### src/include/ubg_pkg.sv
// Package with constants for the dual-channel baud generator and interrupt pin block.
// Notes on behaviour
// - FIFO off: transmit interrupt low with a byte held, high when empty; with RS485 set the code waits for whole transmitter empty.
// - FIFO on, no RS485: transmit interrupt high below trigger level or FIFO empty.
// - FIFO on, RS485: transmit interrupt high below trigger or whole transmitter empty.
// - Receive interrupt high with one byte held or FIFO above trigger, else low.
// - Baud generators run from the shared oscillator input; bus needs no oscillator.
// - Each channel owns its own prescaler and baud generator for transmit and receive.
// - Modem control bit 7 selects prescaler: clear divides by one, set by four.
// - Divisor programmable from one to 65537 minus one sixteenth (integer zero counts as 65536), steps of a sixteenth.
// - Reset divisor is one: low byte 0x01, high byte and fraction 0x00.
// - Integer divisor is high byte in bits 15:8 and low byte in 7:0.
// - Only four fraction bits exist; value n means n sixteenths.
// - Enhanced mode bit 7 set gives 16 samples per bit, clear gives 8.
// - In 8X mode an odd fraction may jitter bit time by one sixteenth.
// - Sampling clock paces transmit shifting and receive sampling of its channel.
package ubg_pkg;
  localparam int NUM_CHAN = 2;
  // Register offsets on the three address lines.
  localparam logic [2:0] OFS_DIV_LOW = 3'h0;
  localparam logic [2:0] OFS_DIV_HIGH = 3'h1;
  localparam logic [2:0] OFS_DIV_FRAC = 3'h2;
  localparam logic [2:0] OFS_MODEM_CTRL = 3'h3;
  localparam logic [2:0] OFS_ENH_MODE = 3'h4;
  localparam logic [2:0] OFS_FIFO_CTRL = 3'h5;
  localparam logic [2:0] OFS_RS485_CTRL = 3'h6;
  localparam logic [2:0] OFS_STATUS = 3'h7;
  // Field positions.
  localparam int BIT_PRESCALE4 = 7;
  localparam int BIT_SAMPLE16 = 7;
  localparam int BIT_FIFO_EN = 0;
  localparam int BIT_RS485 = 3;
  localparam int BIT_ST_IRQ = 0;
  localparam int BIT_ST_TX = 1;
  localparam int BIT_ST_RX = 2;
  localparam int FRAC_W = 4;
  // Reset values.
  localparam logic [7:0] RST_DIV_LOW = 8'h01;
  localparam logic [7:0] RST_DIV_HIGH = 8'h00;
  localparam logic [7:0] RST_DIV_FRAC = 8'h00;
  localparam logic RST_PRESCALE4 = 1'b0;
  localparam logic RST_SAMPLE16 = 1'b1;
  localparam logic RST_FIFO_EN = 1'b0;
  localparam logic RST_RS485 = 1'b0;
  // Timing counts.
  localparam logic [1:0] PRESCALE_DIV4_LAST = 2'h3;
  localparam logic [3:0] SAMPLES_16X_LAST = 4'hf;
  localparam logic [3:0] SAMPLES_8X_LAST = 4'h7;
  localparam logic [16:0] DIV_ZERO_AS = 17'h10000;
endpackage

### src/hdl/ubg_chan_baud.sv
// Per-channel prescaler and fractional baud generator.
`timescale 1ns/100ps
module ubg_chan_baud
  import ubg_pkg::*;
(
  // Clock, reset, enable
  input wire logic i_clk_sys,
  input wire logic i_rst_n,
  input wire logic i_ce,
  // Shared oscillator edge and channel settings
  input wire logic i_osc_tick,
  input wire logic i_pre4,
  input wire logic i_samp16,
  input wire logic [15:0] i_div_int,
  input wire logic [FRAC_W-1:0] i_div_frac,
  // Sampling clock and bit clock
  output logic o_sample_tick,
  output logic o_bit_tick
);
  typedef struct packed {
    logic [1:0] pre_cnt;
    logic [16:0] cnt;
    logic [FRAC_W-1:0] acc;
    logic stretch;
    logic [3:0] bit_cnt;
    logic sample_tick;
    logic bit_tick;
  } ubg_baud_s;

  ubg_baud_s s;
  ubg_baud_s next_s;
  logic pre_tick;
  logic [16:0] len;
  logic [FRAC_W:0] sum;

  always_comb begin
    next_s = s;
    next_s.sample_tick = 1'b0;
    next_s.bit_tick = 1'b0;
    pre_tick = 1'b0;
    // A zero integer part is taken as the top of the range.
    len = (i_div_int == 16'h0000) ? DIV_ZERO_AS : {1'b0, i_div_int};
    len = len + {16'h0000, s.stretch};
    sum = {1'b0, s.acc} + {1'b0, i_div_frac};
    if (i_osc_tick) begin
      if (!i_pre4 || s.pre_cnt == PRESCALE_DIV4_LAST) begin
        pre_tick = 1'b1;
        next_s.pre_cnt = 2'h0;
      end else begin
        next_s.pre_cnt = s.pre_cnt + 2'h1;
      end
    end
    if (pre_tick) begin
      // Compare with >= so that a smaller divisor written mid-period takes hold at once.
      if (s.cnt >= len - 17'h00001) begin
        next_s.cnt = 17'h00000;
        next_s.sample_tick = 1'b1;
        next_s.acc = sum[FRAC_W-1:0];
        next_s.stretch = sum[FRAC_W];
        if (s.bit_cnt >= (i_samp16 ? SAMPLES_16X_LAST : SAMPLES_8X_LAST)) begin
          // Eight periods cannot hold an odd count of sixteenths evenly, hence the jitter.
          next_s.bit_cnt = 4'h0;
          next_s.bit_tick = 1'b1;
        end else begin
          next_s.bit_cnt = s.bit_cnt + 4'h1;
        end
      end else begin
        next_s.cnt = s.cnt + 17'h00001;
      end
    end
  end

  always_ff @(posedge i_clk_sys or negedge i_rst_n) begin
    if (!i_rst_n) begin
      s <= '0;
    end else if (i_ce) begin
      s <= next_s;
    end
  end

  assign o_sample_tick = s.sample_tick;
  assign o_bit_tick = s.bit_tick;
endmodule

### src/hdl/ubg_irq_level.sv
// Per-channel interrupt pin level from transmitter and receiver state.
`timescale 1ns/100ps
module ubg_irq_level
  import ubg_pkg::*;
(
  // Clock, reset, enable
  input wire logic i_clk_sys,
  input wire logic i_rst_n,
  input wire logic i_ce,
  // Mode
  input wire logic i_fifo_en,
  input wire logic i_rs485,
  // Transmitter state
  input wire logic i_thr_empty,
  input wire logic i_tx_fifo_below_trig,
  input wire logic i_tx_fifo_empty,
  input wire logic i_tx_all_empty,
  // Receiver state
  input wire logic i_rx_byte_held,
  input wire logic i_rx_fifo_above_trig,
  // Levels
  output logic o_irq,
  output logic o_tx_lvl,
  output logic o_rx_lvl
);
  typedef struct packed {
    logic tx;
    logic rx;
    logic irq;
  } ubg_irq_s;

  ubg_irq_s s;
  ubg_irq_s next_s;

  always_comb begin
    next_s = s;
    if (!i_fifo_en) begin
      next_s.tx = i_rs485 ? i_tx_all_empty : i_thr_empty;
      next_s.rx = i_rx_byte_held;
    end else begin
      if (i_rs485) begin
        next_s.tx = i_tx_fifo_below_trig || i_tx_all_empty;
      end else begin
        next_s.tx = i_tx_fifo_below_trig || i_tx_fifo_empty;
      end
      next_s.rx = i_rx_fifo_above_trig;
    end
    next_s.irq = next_s.tx || next_s.rx;
  end

  always_ff @(posedge i_clk_sys or negedge i_rst_n) begin
    if (!i_rst_n) begin
      s <= '0;
    end else if (i_ce) begin
      s <= next_s;
    end
  end

  assign o_irq = s.irq;
  assign o_tx_lvl = s.tx;
  assign o_rx_lvl = s.rx;
endmodule

### src/hdl/ubg_top.sv
// Dual-channel baud generator with interrupt pins behind an 8-bit strobed host bus.
`timescale 1ns/100ps
module ubg_top
  import ubg_pkg::*;
(
  // Clock, reset, enable
  input wire logic i_clk_sys,
  input wire logic i_rst_n,
  input wire logic i_ce,
  // Host bus pins, inputs all asynchronous to i_clk_sys, outputs registered on it
  input wire logic i_cs_a_n,
  input wire logic i_cs_b_n,
  input wire logic i_ior_n,
  input wire logic i_iow_n,
  input wire logic [2:0] i_addr,
  input wire logic [7:0] i_data,
  output logic [7:0] o_data,
  output logic o_data_oe,
  // Shared oscillator input, asynchronous
  input wire logic i_osc_input,
  // Transmitter and receiver state per channel, index 0 is channel A
  input wire logic [NUM_CHAN-1:0] i_thr_empty,
  input wire logic [NUM_CHAN-1:0] i_tx_fifo_below_trig,
  input wire logic [NUM_CHAN-1:0] i_tx_fifo_empty,
  input wire logic [NUM_CHAN-1:0] i_tx_all_empty,
  input wire logic [NUM_CHAN-1:0] i_rx_byte_held,
  input wire logic [NUM_CHAN-1:0] i_rx_fifo_above_trig,
  // Sampling and bit clocks per channel
  output logic [NUM_CHAN-1:0] o_sample_tick,
  output logic [NUM_CHAN-1:0] o_bit_tick,
  // Mode levels handed to the shifters
  output logic [NUM_CHAN-1:0] o_sample16,
  output logic [NUM_CHAN-1:0] o_fifo_en,
  output logic [NUM_CHAN-1:0] o_rs485,
  // Interrupt pins
  output logic o_irq_out_chan_a,
  output logic o_irq_out_chan_b
);
  typedef struct packed {
    // Two-stage synchronisers for every host bus pin and the oscillator.
    logic [1:0] cs_n_s1;
    logic [1:0] cs_n_s2;
    logic ior_n_s1;
    logic ior_n_s2;
    logic iow_n_s1;
    logic iow_n_s2;
    logic iow_n_d;
    logic [2:0] addr_s1;
    logic [2:0] addr_s2;
    logic [7:0] wdata_s1;
    logic [7:0] wdata_s2;
    logic osc_s1;
    logic osc_s2;
    logic osc_d;
    logic osc_tick;
    // Write capture loaded while the write strobe is low.
    logic [1:0] wr_sel;
    logic [2:0] wr_addr;
    logic [7:0] wr_data;
    // Channel registers.
    logic [NUM_CHAN-1:0][7:0] div_low;
    logic [NUM_CHAN-1:0][7:0] div_high;
    logic [NUM_CHAN-1:0][FRAC_W-1:0] div_frac;
    logic [NUM_CHAN-1:0] pre4;
    logic [NUM_CHAN-1:0] samp16;
    logic [NUM_CHAN-1:0] fifo_en;
    logic [NUM_CHAN-1:0] rs485;
    // Read path.
    logic [7:0] rdata;
    logic rd_oe;
  } ubg_top_s;

  localparam ubg_top_s RESET_S = '{
    cs_n_s1: 2'h3,
    cs_n_s2: 2'h3,
    ior_n_s1: 1'b1,
    ior_n_s2: 1'b1,
    iow_n_s1: 1'b1,
    iow_n_s2: 1'b1,
    iow_n_d: 1'b1,
    addr_s1: 3'h0,
    addr_s2: 3'h0,
    wdata_s1: 8'h00,
    wdata_s2: 8'h00,
    osc_s1: 1'b0,
    osc_s2: 1'b0,
    osc_d: 1'b0,
    osc_tick: 1'b0,
    wr_sel: 2'h0,
    wr_addr: 3'h0,
    wr_data: 8'h00,
    div_low: {NUM_CHAN{RST_DIV_LOW}},
    div_high: {NUM_CHAN{RST_DIV_HIGH}},
    div_frac: {NUM_CHAN{RST_DIV_FRAC[FRAC_W-1:0]}},
    pre4: {NUM_CHAN{RST_PRESCALE4}},
    samp16: {NUM_CHAN{RST_SAMPLE16}},
    fifo_en: {NUM_CHAN{RST_FIFO_EN}},
    rs485: {NUM_CHAN{RST_RS485}},
    rdata: 8'h00,
    rd_oe: 1'b0
  };

  ubg_top_s s;
  ubg_top_s next_s;
  logic [NUM_CHAN-1:0] irq;
  logic [NUM_CHAN-1:0] tx_lvl;
  logic [NUM_CHAN-1:0] rx_lvl;
  logic wr_done;
  logic rd_active;
  logic rd_chan;
  logic [7:0] rd_mux;

  // Selected channel readback, or the status of the channel's own levels.
  function automatic logic [7:0] reg_view(input ubg_top_s st, input logic ch,
                                          input logic [2:0] a, input logic irq_l,
                                          input logic tx_l, input logic rx_l);
    logic [7:0] v;
    v = 8'h00;
    case (a)
      OFS_DIV_LOW: v = st.div_low[ch];
      OFS_DIV_HIGH: v = st.div_high[ch];
      OFS_DIV_FRAC: v = {4'h0, st.div_frac[ch]};
      OFS_MODEM_CTRL: v[BIT_PRESCALE4] = st.pre4[ch];
      OFS_ENH_MODE: v[BIT_SAMPLE16] = st.samp16[ch];
      OFS_FIFO_CTRL: v[BIT_FIFO_EN] = st.fifo_en[ch];
      OFS_RS485_CTRL: v[BIT_RS485] = st.rs485[ch];
      OFS_STATUS: begin
        v[BIT_ST_IRQ] = irq_l;
        v[BIT_ST_TX] = tx_l;
        v[BIT_ST_RX] = rx_l;
      end
      default: v = 8'h00;
    endcase
    return v;
  endfunction

  always_comb begin
    next_s = s;
    // Synchronisers: only stage two is read by logic.
    next_s.cs_n_s1 = {i_cs_b_n, i_cs_a_n};
    next_s.cs_n_s2 = s.cs_n_s1;
    next_s.ior_n_s1 = i_ior_n;
    next_s.ior_n_s2 = s.ior_n_s1;
    next_s.iow_n_s1 = i_iow_n;
    next_s.iow_n_s2 = s.iow_n_s1;
    next_s.iow_n_d = s.iow_n_s2;
    next_s.addr_s1 = i_addr;
    next_s.addr_s2 = s.addr_s1;
    next_s.wdata_s1 = i_data;
    next_s.wdata_s2 = s.wdata_s1;
    // The oscillator is sampled, so it must stay below half of i_clk_sys.
    next_s.osc_s1 = i_osc_input;
    next_s.osc_s2 = s.osc_s1;
    next_s.osc_d = s.osc_s2;
    next_s.osc_tick = s.osc_s2 && !s.osc_d;

    // Select, address and data are caught while the strobe is low, so that a
    // chip select released with the strobe still names the right channel.
    if (!s.iow_n_s2) begin
      next_s.wr_sel = ~s.cs_n_s2;
      next_s.wr_addr = s.addr_s2;
      next_s.wr_data = s.wdata_s2;
    end
    wr_done = s.iow_n_s2 && !s.iow_n_d;

    // Both selects low writes both channels at once.
    for (int ch = 0; ch < NUM_CHAN; ch++) begin
      if (wr_done && s.wr_sel[ch]) begin
        case (s.wr_addr)
          OFS_DIV_LOW: next_s.div_low[ch] = s.wr_data;
          OFS_DIV_HIGH: next_s.div_high[ch] = s.wr_data;
          OFS_DIV_FRAC: next_s.div_frac[ch] = s.wr_data[FRAC_W-1:0];
          OFS_MODEM_CTRL: next_s.pre4[ch] = s.wr_data[BIT_PRESCALE4];
          OFS_ENH_MODE: next_s.samp16[ch] = s.wr_data[BIT_SAMPLE16];
          OFS_FIFO_CTRL: next_s.fifo_en[ch] = s.wr_data[BIT_FIFO_EN];
          OFS_RS485_CTRL: next_s.rs485[ch] = s.wr_data[BIT_RS485];
          default: next_s.rs485[ch] = s.rs485[ch];
        endcase
      end
    end

    // Reads: channel A wins when both are selected; reading both is not supported.
    rd_active = !s.ior_n_s2 && (s.cs_n_s2 != 2'h3);
    rd_chan = s.cs_n_s2[0];
    rd_mux = reg_view(s, rd_chan, s.addr_s2, irq[rd_chan], tx_lvl[rd_chan], rx_lvl[rd_chan]);
    next_s.rd_oe = rd_active;
    if (rd_active) begin
      next_s.rdata = rd_mux;
    end
  end

  always_ff @(posedge i_clk_sys or negedge i_rst_n) begin
    if (!i_rst_n) begin
      s <= RESET_S;
    end else if (i_ce) begin
      s <= next_s;
    end
  end

  // One generator and one interrupt level per channel.
  for (genvar g = 0; g < NUM_CHAN; g++) begin : g_chan
    ubg_chan_baud u_baud (
      .i_clk_sys(i_clk_sys),
      .i_rst_n(i_rst_n),
      .i_ce(i_ce),
      .i_osc_tick(s.osc_tick),
      .i_pre4(s.pre4[g]),
      .i_samp16(s.samp16[g]),
      .i_div_int({s.div_high[g], s.div_low[g]}),
      .i_div_frac(s.div_frac[g]),
      .o_sample_tick(o_sample_tick[g]),
      .o_bit_tick(o_bit_tick[g])
    );
    ubg_irq_level u_irq (
      .i_clk_sys(i_clk_sys),
      .i_rst_n(i_rst_n),
      .i_ce(i_ce),
      .i_fifo_en(s.fifo_en[g]),
      .i_rs485(s.rs485[g]),
      .i_thr_empty(i_thr_empty[g]),
      .i_tx_fifo_below_trig(i_tx_fifo_below_trig[g]),
      .i_tx_fifo_empty(i_tx_fifo_empty[g]),
      .i_tx_all_empty(i_tx_all_empty[g]),
      .i_rx_byte_held(i_rx_byte_held[g]),
      .i_rx_fifo_above_trig(i_rx_fifo_above_trig[g]),
      .o_irq(irq[g]),
      .o_tx_lvl(tx_lvl[g]),
      .o_rx_lvl(rx_lvl[g])
    );
  end

  assign o_data = s.rdata;
  assign o_data_oe = s.rd_oe;
  assign o_sample16 = s.samp16;
  assign o_fifo_en = s.fifo_en;
  assign o_rs485 = s.rs485;
  assign o_irq_out_chan_a = irq[0];
  assign o_irq_out_chan_b = irq[1];
endmodule

### config.mk
export PLATFORM = sky130hd
export DESIGN_NAME = ubg_top
export DESIGN_NICKNAME = d
export VERILOG_FILES = /design/src/include/ubg_pkg.sv /design/src/hdl/ubg_chan_baud.sv /design/src/hdl/ubg_irq_level.sv /design/src/hdl/ubg_top.sv
export SDC_FILE = /design/constraint.sdc
export NUM_CORES = 1
export LEC_CHECK = 0
export ABC_CLOCK_PERIOD_IN_PS = 3650
export BUFFER_PORTS_ARGS = -buffer_cell sky130_fd_sc_hd__buf_2
export CORE_MARGIN = 2
export CORE_UTILIZATION = 56
export DETAILED_ROUTE_END_ITERATION = 6
export PLACE_DENSITY = 0.74
export SLEW_MARGIN = 10
export SYNTH_ARGS = -nofsm -noshare
export SYNTH_HDL_FRONTEND = slang
export SYNTH_SLANG_ARGS = --single-unit
### constraint.sdc
create_clock -name i_clk_sys -period 3.65 [get_ports i_clk_sys]
set_clock_uncertainty 0.2 [all_clocks]
set_input_delay 0.5475 -clock i_clk_sys [delete_from_list [all_inputs] [get_ports i_clk_sys]]
set_output_delay 0.5475 -clock i_clk_sys [all_outputs]
set_load 0.02 [all_outputs]
## Word level (Yosys, flattened, before mapping)

Cells that the tools add are included.
W data, S select, Z words.

- Multiplexer cells: 51
- Reduce and logical (&&, ||, !) cells: 43
- Equal/unequal tests: 16
- Add/subtract/negate cells: 12
- $lt $le $gt $ge: 5
- Bitwise operators: 2

Operators by type and width:

| kind | number |
|---|---|
| $mux W17 | 4 |
| $reduce_and A3 Y1 | 16 |
| $add A17 B1 Y17 | 2 |
| $add A17 B1 Y17 const B | 2 |
| $ge A17 B17 Y1 | 2 |
| $sub A17 B1 Y17 const B | 2 |
| $logic_not A16 Y1 | 2 |
| $mux W8 | 4 |
| $mux W1 | 24 |
| $mux W4 | 6 |
| $eq A3 B3 Y1 const B | 7 |
| $mux W2 | 8 |
| $eq A3 B2 Y1 const B | 4 |
| $add A4 B4 Y5 | 2 |
| $reduce_and A2 Y1 | 5 |
| $add A4 B1 Y4 const B | 2 |
| $ge A4 B4 Y1 | 2 |
| $logic_or A1 B1 Y1 | 8 |
| $pmux W1 S4 | 2 |
| $pmux W2 S4 | 1 |
| $eq A3 B1 Y1 const B | 2 |
| $logic_not A3 Y1 | 2 |
| $pmux W3 S2 | 1 |
| $logic_and A1 B1 Y1 | 5 |
| 8 further kinds | 14 |

- Output and inout port bits: 21
- Bits of input ports: 31
- Flip-flop bits (word level): 171

## Depth between registers and ports, before layout

- Word-level depth: 7
- Gate-level depth with buffers: 15
- Depth with buffers taken out: 14

## Hierarchy

From an unflattened synthesis, not the netlist that was laid out.

- Cells, all modules: 845
- Area, all modules: 9460.3 um2

By module, submodules not included:

| module | area each (um2) | times used | sequential area each (um2) | cells each |
|---|---|---|---|---|
| ubg_top | 4659.5 | 1 | 2643.8 | 338 |
| ubg_chan_baud (g_chan[0].u_baud) | 2262.2 | 1 | 750.7 | 242 |
| ubg_chan_baud (g_chan[1].u_baud) | 2235.9 | 1 | 750.7 | 237 |
| ubg_irq_level | 151.4 | 2 | 75.1 | 14 |

## Worst setup path before layout

No wires, ideal clock.

- Kind: register to register
- Start point: reg s[52] (netlist bit)
- End point: reg g_chan[1].u_baud.s[14] (netlist bit)
- Cell stages (with the launch flop): 15
- Path buffers: 2
- Setup time: 0.092 ns
- Slack: 0.456 ns
- Clock period less this slack: 3.194 ns
- Arrival: 2.902 ns
- Cell sequence: dfrtp_1 -> clkbuf_1 -> nor4_1 -> nand2b_1 -> nor3_1 -> nand2_1 -> xor2_1 -> ha_1 -> nand4_1 -> nor3_1 -> a22oi_1 -> and3_1 -> buf_4 -> nand2_4 -> o31ai_2

- Word-level cells in the longest chain between the ends: 6

RTL lines:

| item | RTL line | text |
|---|---|---|
| from (decl) | ubg_top.sv:103 | `ubg_top_s s;` |
| from (signal assigned) | ubg_top.sv:196 | `s <= next_s;` |
| $logic_not A16 Y1 | ubg_chan_baud.sv:42 | `len = (i_div_int == 16'h0000) ? DIV_ZERO_AS : {1'b0, i_div_int};` |
| $mux W17 * | ubg_chan_baud.sv:42 |  |
| $add A17 B1 Y17 * | ubg_chan_baud.sv:43 | `len = len + {16'h0000, s.stretch};` |
| $sub A17 B1 Y17 * | ubg_chan_baud.sv:55 | `if (s.cnt >= len - 17'h00001) begin` |
| $ge A17 B17 Y1 * | ubg_chan_baud.sv:55 |  |
| $mux W17 * | ubg_chan_baud.sv:55 |  |
| to (signal assigned) | ubg_chan_baud.sv:77 | `s <= next_s;` |
| to (decl) | ubg_chan_baud.sv:30 | `ubg_baud_s s;` |

Mark *: on every way between the ends. The rest lies on a longest branch, timed or not.
A chain may end at the register's enable or synchronous reset.

## Final worst setup path

- Start point: reg s[41] (netlist bit)
- End point: reg g_chan[0].u_baud.s[9] (netlist bit)

- Word-level cells in the longest chain between the ends: 6

RTL lines:

| item | RTL line |
|---|---|
| $logic_not A16 Y1 | ubg_chan_baud.sv:42 |
| $mux W17 * | ubg_chan_baud.sv:42 |
| $add A17 B1 Y17 * | ubg_chan_baud.sv:43 |
| $sub A17 B1 Y17 * | ubg_chan_baud.sv:55 |
| $ge A17 B17 Y1 * | ubg_chan_baud.sv:55 |
| $reduce_and A3 Y1 (no line) * | - |
| to (signal assigned) | ubg_chan_baud.sv:77 |
| to (decl) | ubg_chan_baud.sv:30 |

Marks and branches as above.

==> flow_metrics.env <==
export IMPL_status="completed"
export IMPL_p_comb_share_pct=37.2
export IMPL_syn2layout_area_growth_pct=12.17
export IMPL_switching_share_pct=38.86
export IMPL_crit_arrival_ps=3580
export IMPL_clock_sinks=171
export IMPL_layout_nets=996
export IMPL_netlist_area_sq_um=9428
export IMPL_port_buffers=51
export IMPL_wl_met2_mm=9.878
export IMPL_place_area_sq_um=9856
export IMPL_ys_seq_elements=171
export IMPL_io_pins=52
export IMPL_path_buf_inv=2
export IMPL_slew_viol_final=0
export IMPL_setup_violations=0
export IMPL_diodes=0
export IMPL_dieArea_sq_um=17890
export IMPL_hpwlAfterDp_mm=14.86
export IMPL_grt_overflow_total=0
export IMPL_synthArstFlopShare_pct=100.0
export IMPL_h_tree_depth=4
export IMPL_std_cell_rows=47
export IMPL_synth_area_per_cell_sq_um=10.92
export IMPL_power_frac_clock_pct=24.5
export IMPL_first_pass_iters=5
export IMPL_m1WireLength_mm=9.359
export IMPL_netlist_cell_type_count=61
export IMPL_synth_flop_cell="dfrtp_1"
export IMPL_p_int_w=0.004737
export IMPL_p_sw_w=0.003010
export IMPL_yosys_area_top_type="dfrtp_1"
export IMPL_die_h_um=133.8
export IMPL_synth_cells=863
export IMPL_vdd_drop_max_uv=422.8
export IMPL_max_cap_violations=0
export IMPL_hp_class="in -> reg"
export IMPL_drcViolationCount=0
export IMPL_grt_total_usage_pct=24.29
export IMPL_crit_path_max_incr_delay_ps=570
export IMPL_cts_buffers=17
export IMPL_path_max_fanout=6
export IMPL_path_clk_slew_ps=70
export IMPL_drt_iter0_markers=390
export IMPL_cp_top_family="adder cells"
export IMPL_fin_util_pct=64.00
export IMPL_via_count=6629
export IMPL_grt_max_degree=70
export IMPL_grt_pass1_wl_mm=34.09
export IMPL_criticalPathCategory="reg -> reg"
export IMPL_required_ps=3760
export IMPL_via_per_inst=5.805
export IMPL_grt_pass1_vias=6672
export IMPL_clock_root_buffer="clkbuf_16"
export IMPL_start_util_pct=57.05
export IMPL_drive_above_1_share_pct=26.36
export IMPL_yosys_top_cells_area="dfrtp_1 42%, mux2_2 11%, ha_1 7.2%"
export IMPL_fin_area_sq_um=10580
export IMPL_finalHoldViolations=0
export IMPL_wl_per_cell_um=17.94
export IMPL_worstPathCellList="inv_1 -> ha_1 -> ha_2 -> or3_1 -> a21oi_1 -> nand4_1 -> ha_4 -> nand4_1 -> o211ai_1 -> a22o_2 -> buf_6 -> mux2_4"
export IMPL_synth_edf_count=0
export IMPL_clk_latency_ps=430
export IMPL_cts_tree="done"
export IMPL_yosysTopAreaCellShare_pct=41.94
export IMPL_syn_num_nets=950
export IMPL_worst_pin_slew_ps=670.2
export IMPL_p_seq_share_pct=38.3
export IMPL_crit_cells=12
export IMPL_post_route_min_period_ps=3467
export IMPL_globalplace_congestion=0.9008
export IMPL_antenna_found_initial=0
export IMPL_highest_layer="met4"
export IMPL_design_core_area_sq_um=16520
export IMPL_max_freq_mhz=288.4
export IMPL_ant_nets=0
export IMPL_power_density_nw_per_um2=732.6
export IMPL_yosysWarnings=0
export IMPL_worstSetupEndpointType="register"
export IMPL_drt_wl_total_mm=20.49
export IMPL_slew_headroom_pct=54.91
export IMPL_slowest_stage="dfstp_2"
export IMPL_cts_buffer_depth=2
export IMPL_p_leak_nw=4.819
export IMPL_min_path_cells=2
export IMPL_fin_crit_sh_pct=94.99
export IMPL_ys_seq_area_share_pct=45.56
export IMPL_wl_met3_um=853
export IMPL_die_w_um=133.8
export IMPL_timing_critical_path_mode_cell="nand4_1"
export IMPL_reg2regPathDepth=12
export IMPL_critPathLaunchType="register"
stage by stage:
step | setup WS [ps] | hold WS [ps] | TNS (ps) | power, W | instances
floorplan | 456.1 | 51.91 | 0 | 0.005032 | 863
global placement | 243.6 | 262.4 | 0 | 0.005680 | 1107
detailed placement | 153.1 | 265.5 | 0 | 0.005769 | 1107
CTS | 140.3 | 129.4 | 0 | 0.007693 | 1140
global route | -27.11 | 131.8 | -60.73 | 0.008311 | 1142
finish | 182.7 | 136.9 | 0 | 0.007747 | 1142
kinds of logic after synthesis:
kind of cell             share of synthesized area, %
AO/OA/AOI/OAI                                   10.03
XOR/XNOR                                        4.645
adder cells (fa/ha/maj)                         7.591
buffers and inverters                           4.207
flip-flops                                      45.56
multiplexers                                    14.28
AND/OR/NAND/NOR                                 13.68
registers in the layout (all words and copies together) (netlist names), 8 cells and up:
register         flops
g_chan.u_baud.s     56
o_data               8
next_s              18
s                   71
layer usage:
| metal | GRT usage (%) | up-vias |
|---|---|---|
| li1 | - | 3172 |
| met4 | 7.861 | 0 |
| met2 | 38.95 | 144 |
| met5 | 0 | - |
| met1 | 33.89 | 3282 |
| met3 | 4.072 | 31 |
final cells by class:
type | instances | area (sq um)
clock buffers | 17 | 425.4
clock inverters | 15 | 198.9
fillers | 1281 | 5949
inverters | 34 | 127.6
multi-input cells | 613 | 4785
flip-flops and latches | 171 | 4295
well taps | 220 | 275.3
repair buffers | 72 | 467.9
placed cells by master, fill, tap and decap left out, drive strengths merged, types with 6 or more instances in the layout:
cell and n:
nor2 66, clkbuf 18, nand3 28, a21o 12, o21ai 43, a22o 10
and3 12, a21oi 30, nor2b 10, mux2i 22, dfstp 13, nor4 12
nand4 17, a211oi 6, xnor2 29, or3 7, dfrtp 158, inv 41
ha 54, xor2 21, mux2 97, nand2 53, nand2b 11, buf 70
nor3 19
Yosys cell counts, drive strengths merged (2+ instances only):
master,instances
nor3b,5
xor2,21
ha,54
nand2,53
nor4,12
a21o,12
dfrtp,158
nor2,66
or3,7
nor3,19
nand2b,11
nand4,17
a221oi,4
mux2,97
mux2i,22
o221ai,3
a211oi,6
o21a,5
xnor2,29
o2bb2ai,2
nand3,28
o22ai,4
clkbuf,17
buf,28
and3,12
a22o,10
a41o,3
inv,34
nand3b,2
a21oi,30
a31oi,5
and2,2
o31ai,4
a22oi,3
o21ai,43
fa,2
nor2b,10
dfstp,13
timing repair:
item | 4_1_cts | 5_1_grt
setup buffers | 0 | 1
hold buffers | 1 | 0
hold endpoints to repair | 58 | 0
gates resized for setup | 0 | 9
endpoints found under the setup margin | 0 | 32
path summary, 6_finish.rpt:
path / from / to / slack (ps)
min: i_data[2] / next_s[76] / 140
min reg2reg: o_data_oe / o_data_oe / 280
max in group asynchronous: i_rst_n / g_chan[1].u_baud.s[3] / 1970
max reg2reg: s[41] / g_chan[0].u_baud.s[9] / 180
max: s[41] / g_chan[0].u_baud.s[9] / 180
min in group asynchronous: i_rst_n / g_chan[0].u_baud.s[25] / 500
power groups by stage:
stage | Sequential [W] | Combinational, W | Clock [W]
after floorplan | 0.00275 | 0.00228 | 0
after global placement | 0.00297 | 0.00271 | 0
after detailed placement | 0.00298 | 0.00279 | 0
after CTS | 0.00295 | 0.00282 | 0.00192
after global routing | 0.00303 | 0.00327 | 0.00201
final | 0.00297 | 0.00288 | 0.00190
Note: power is estimated with default switching activity, not from simulation.
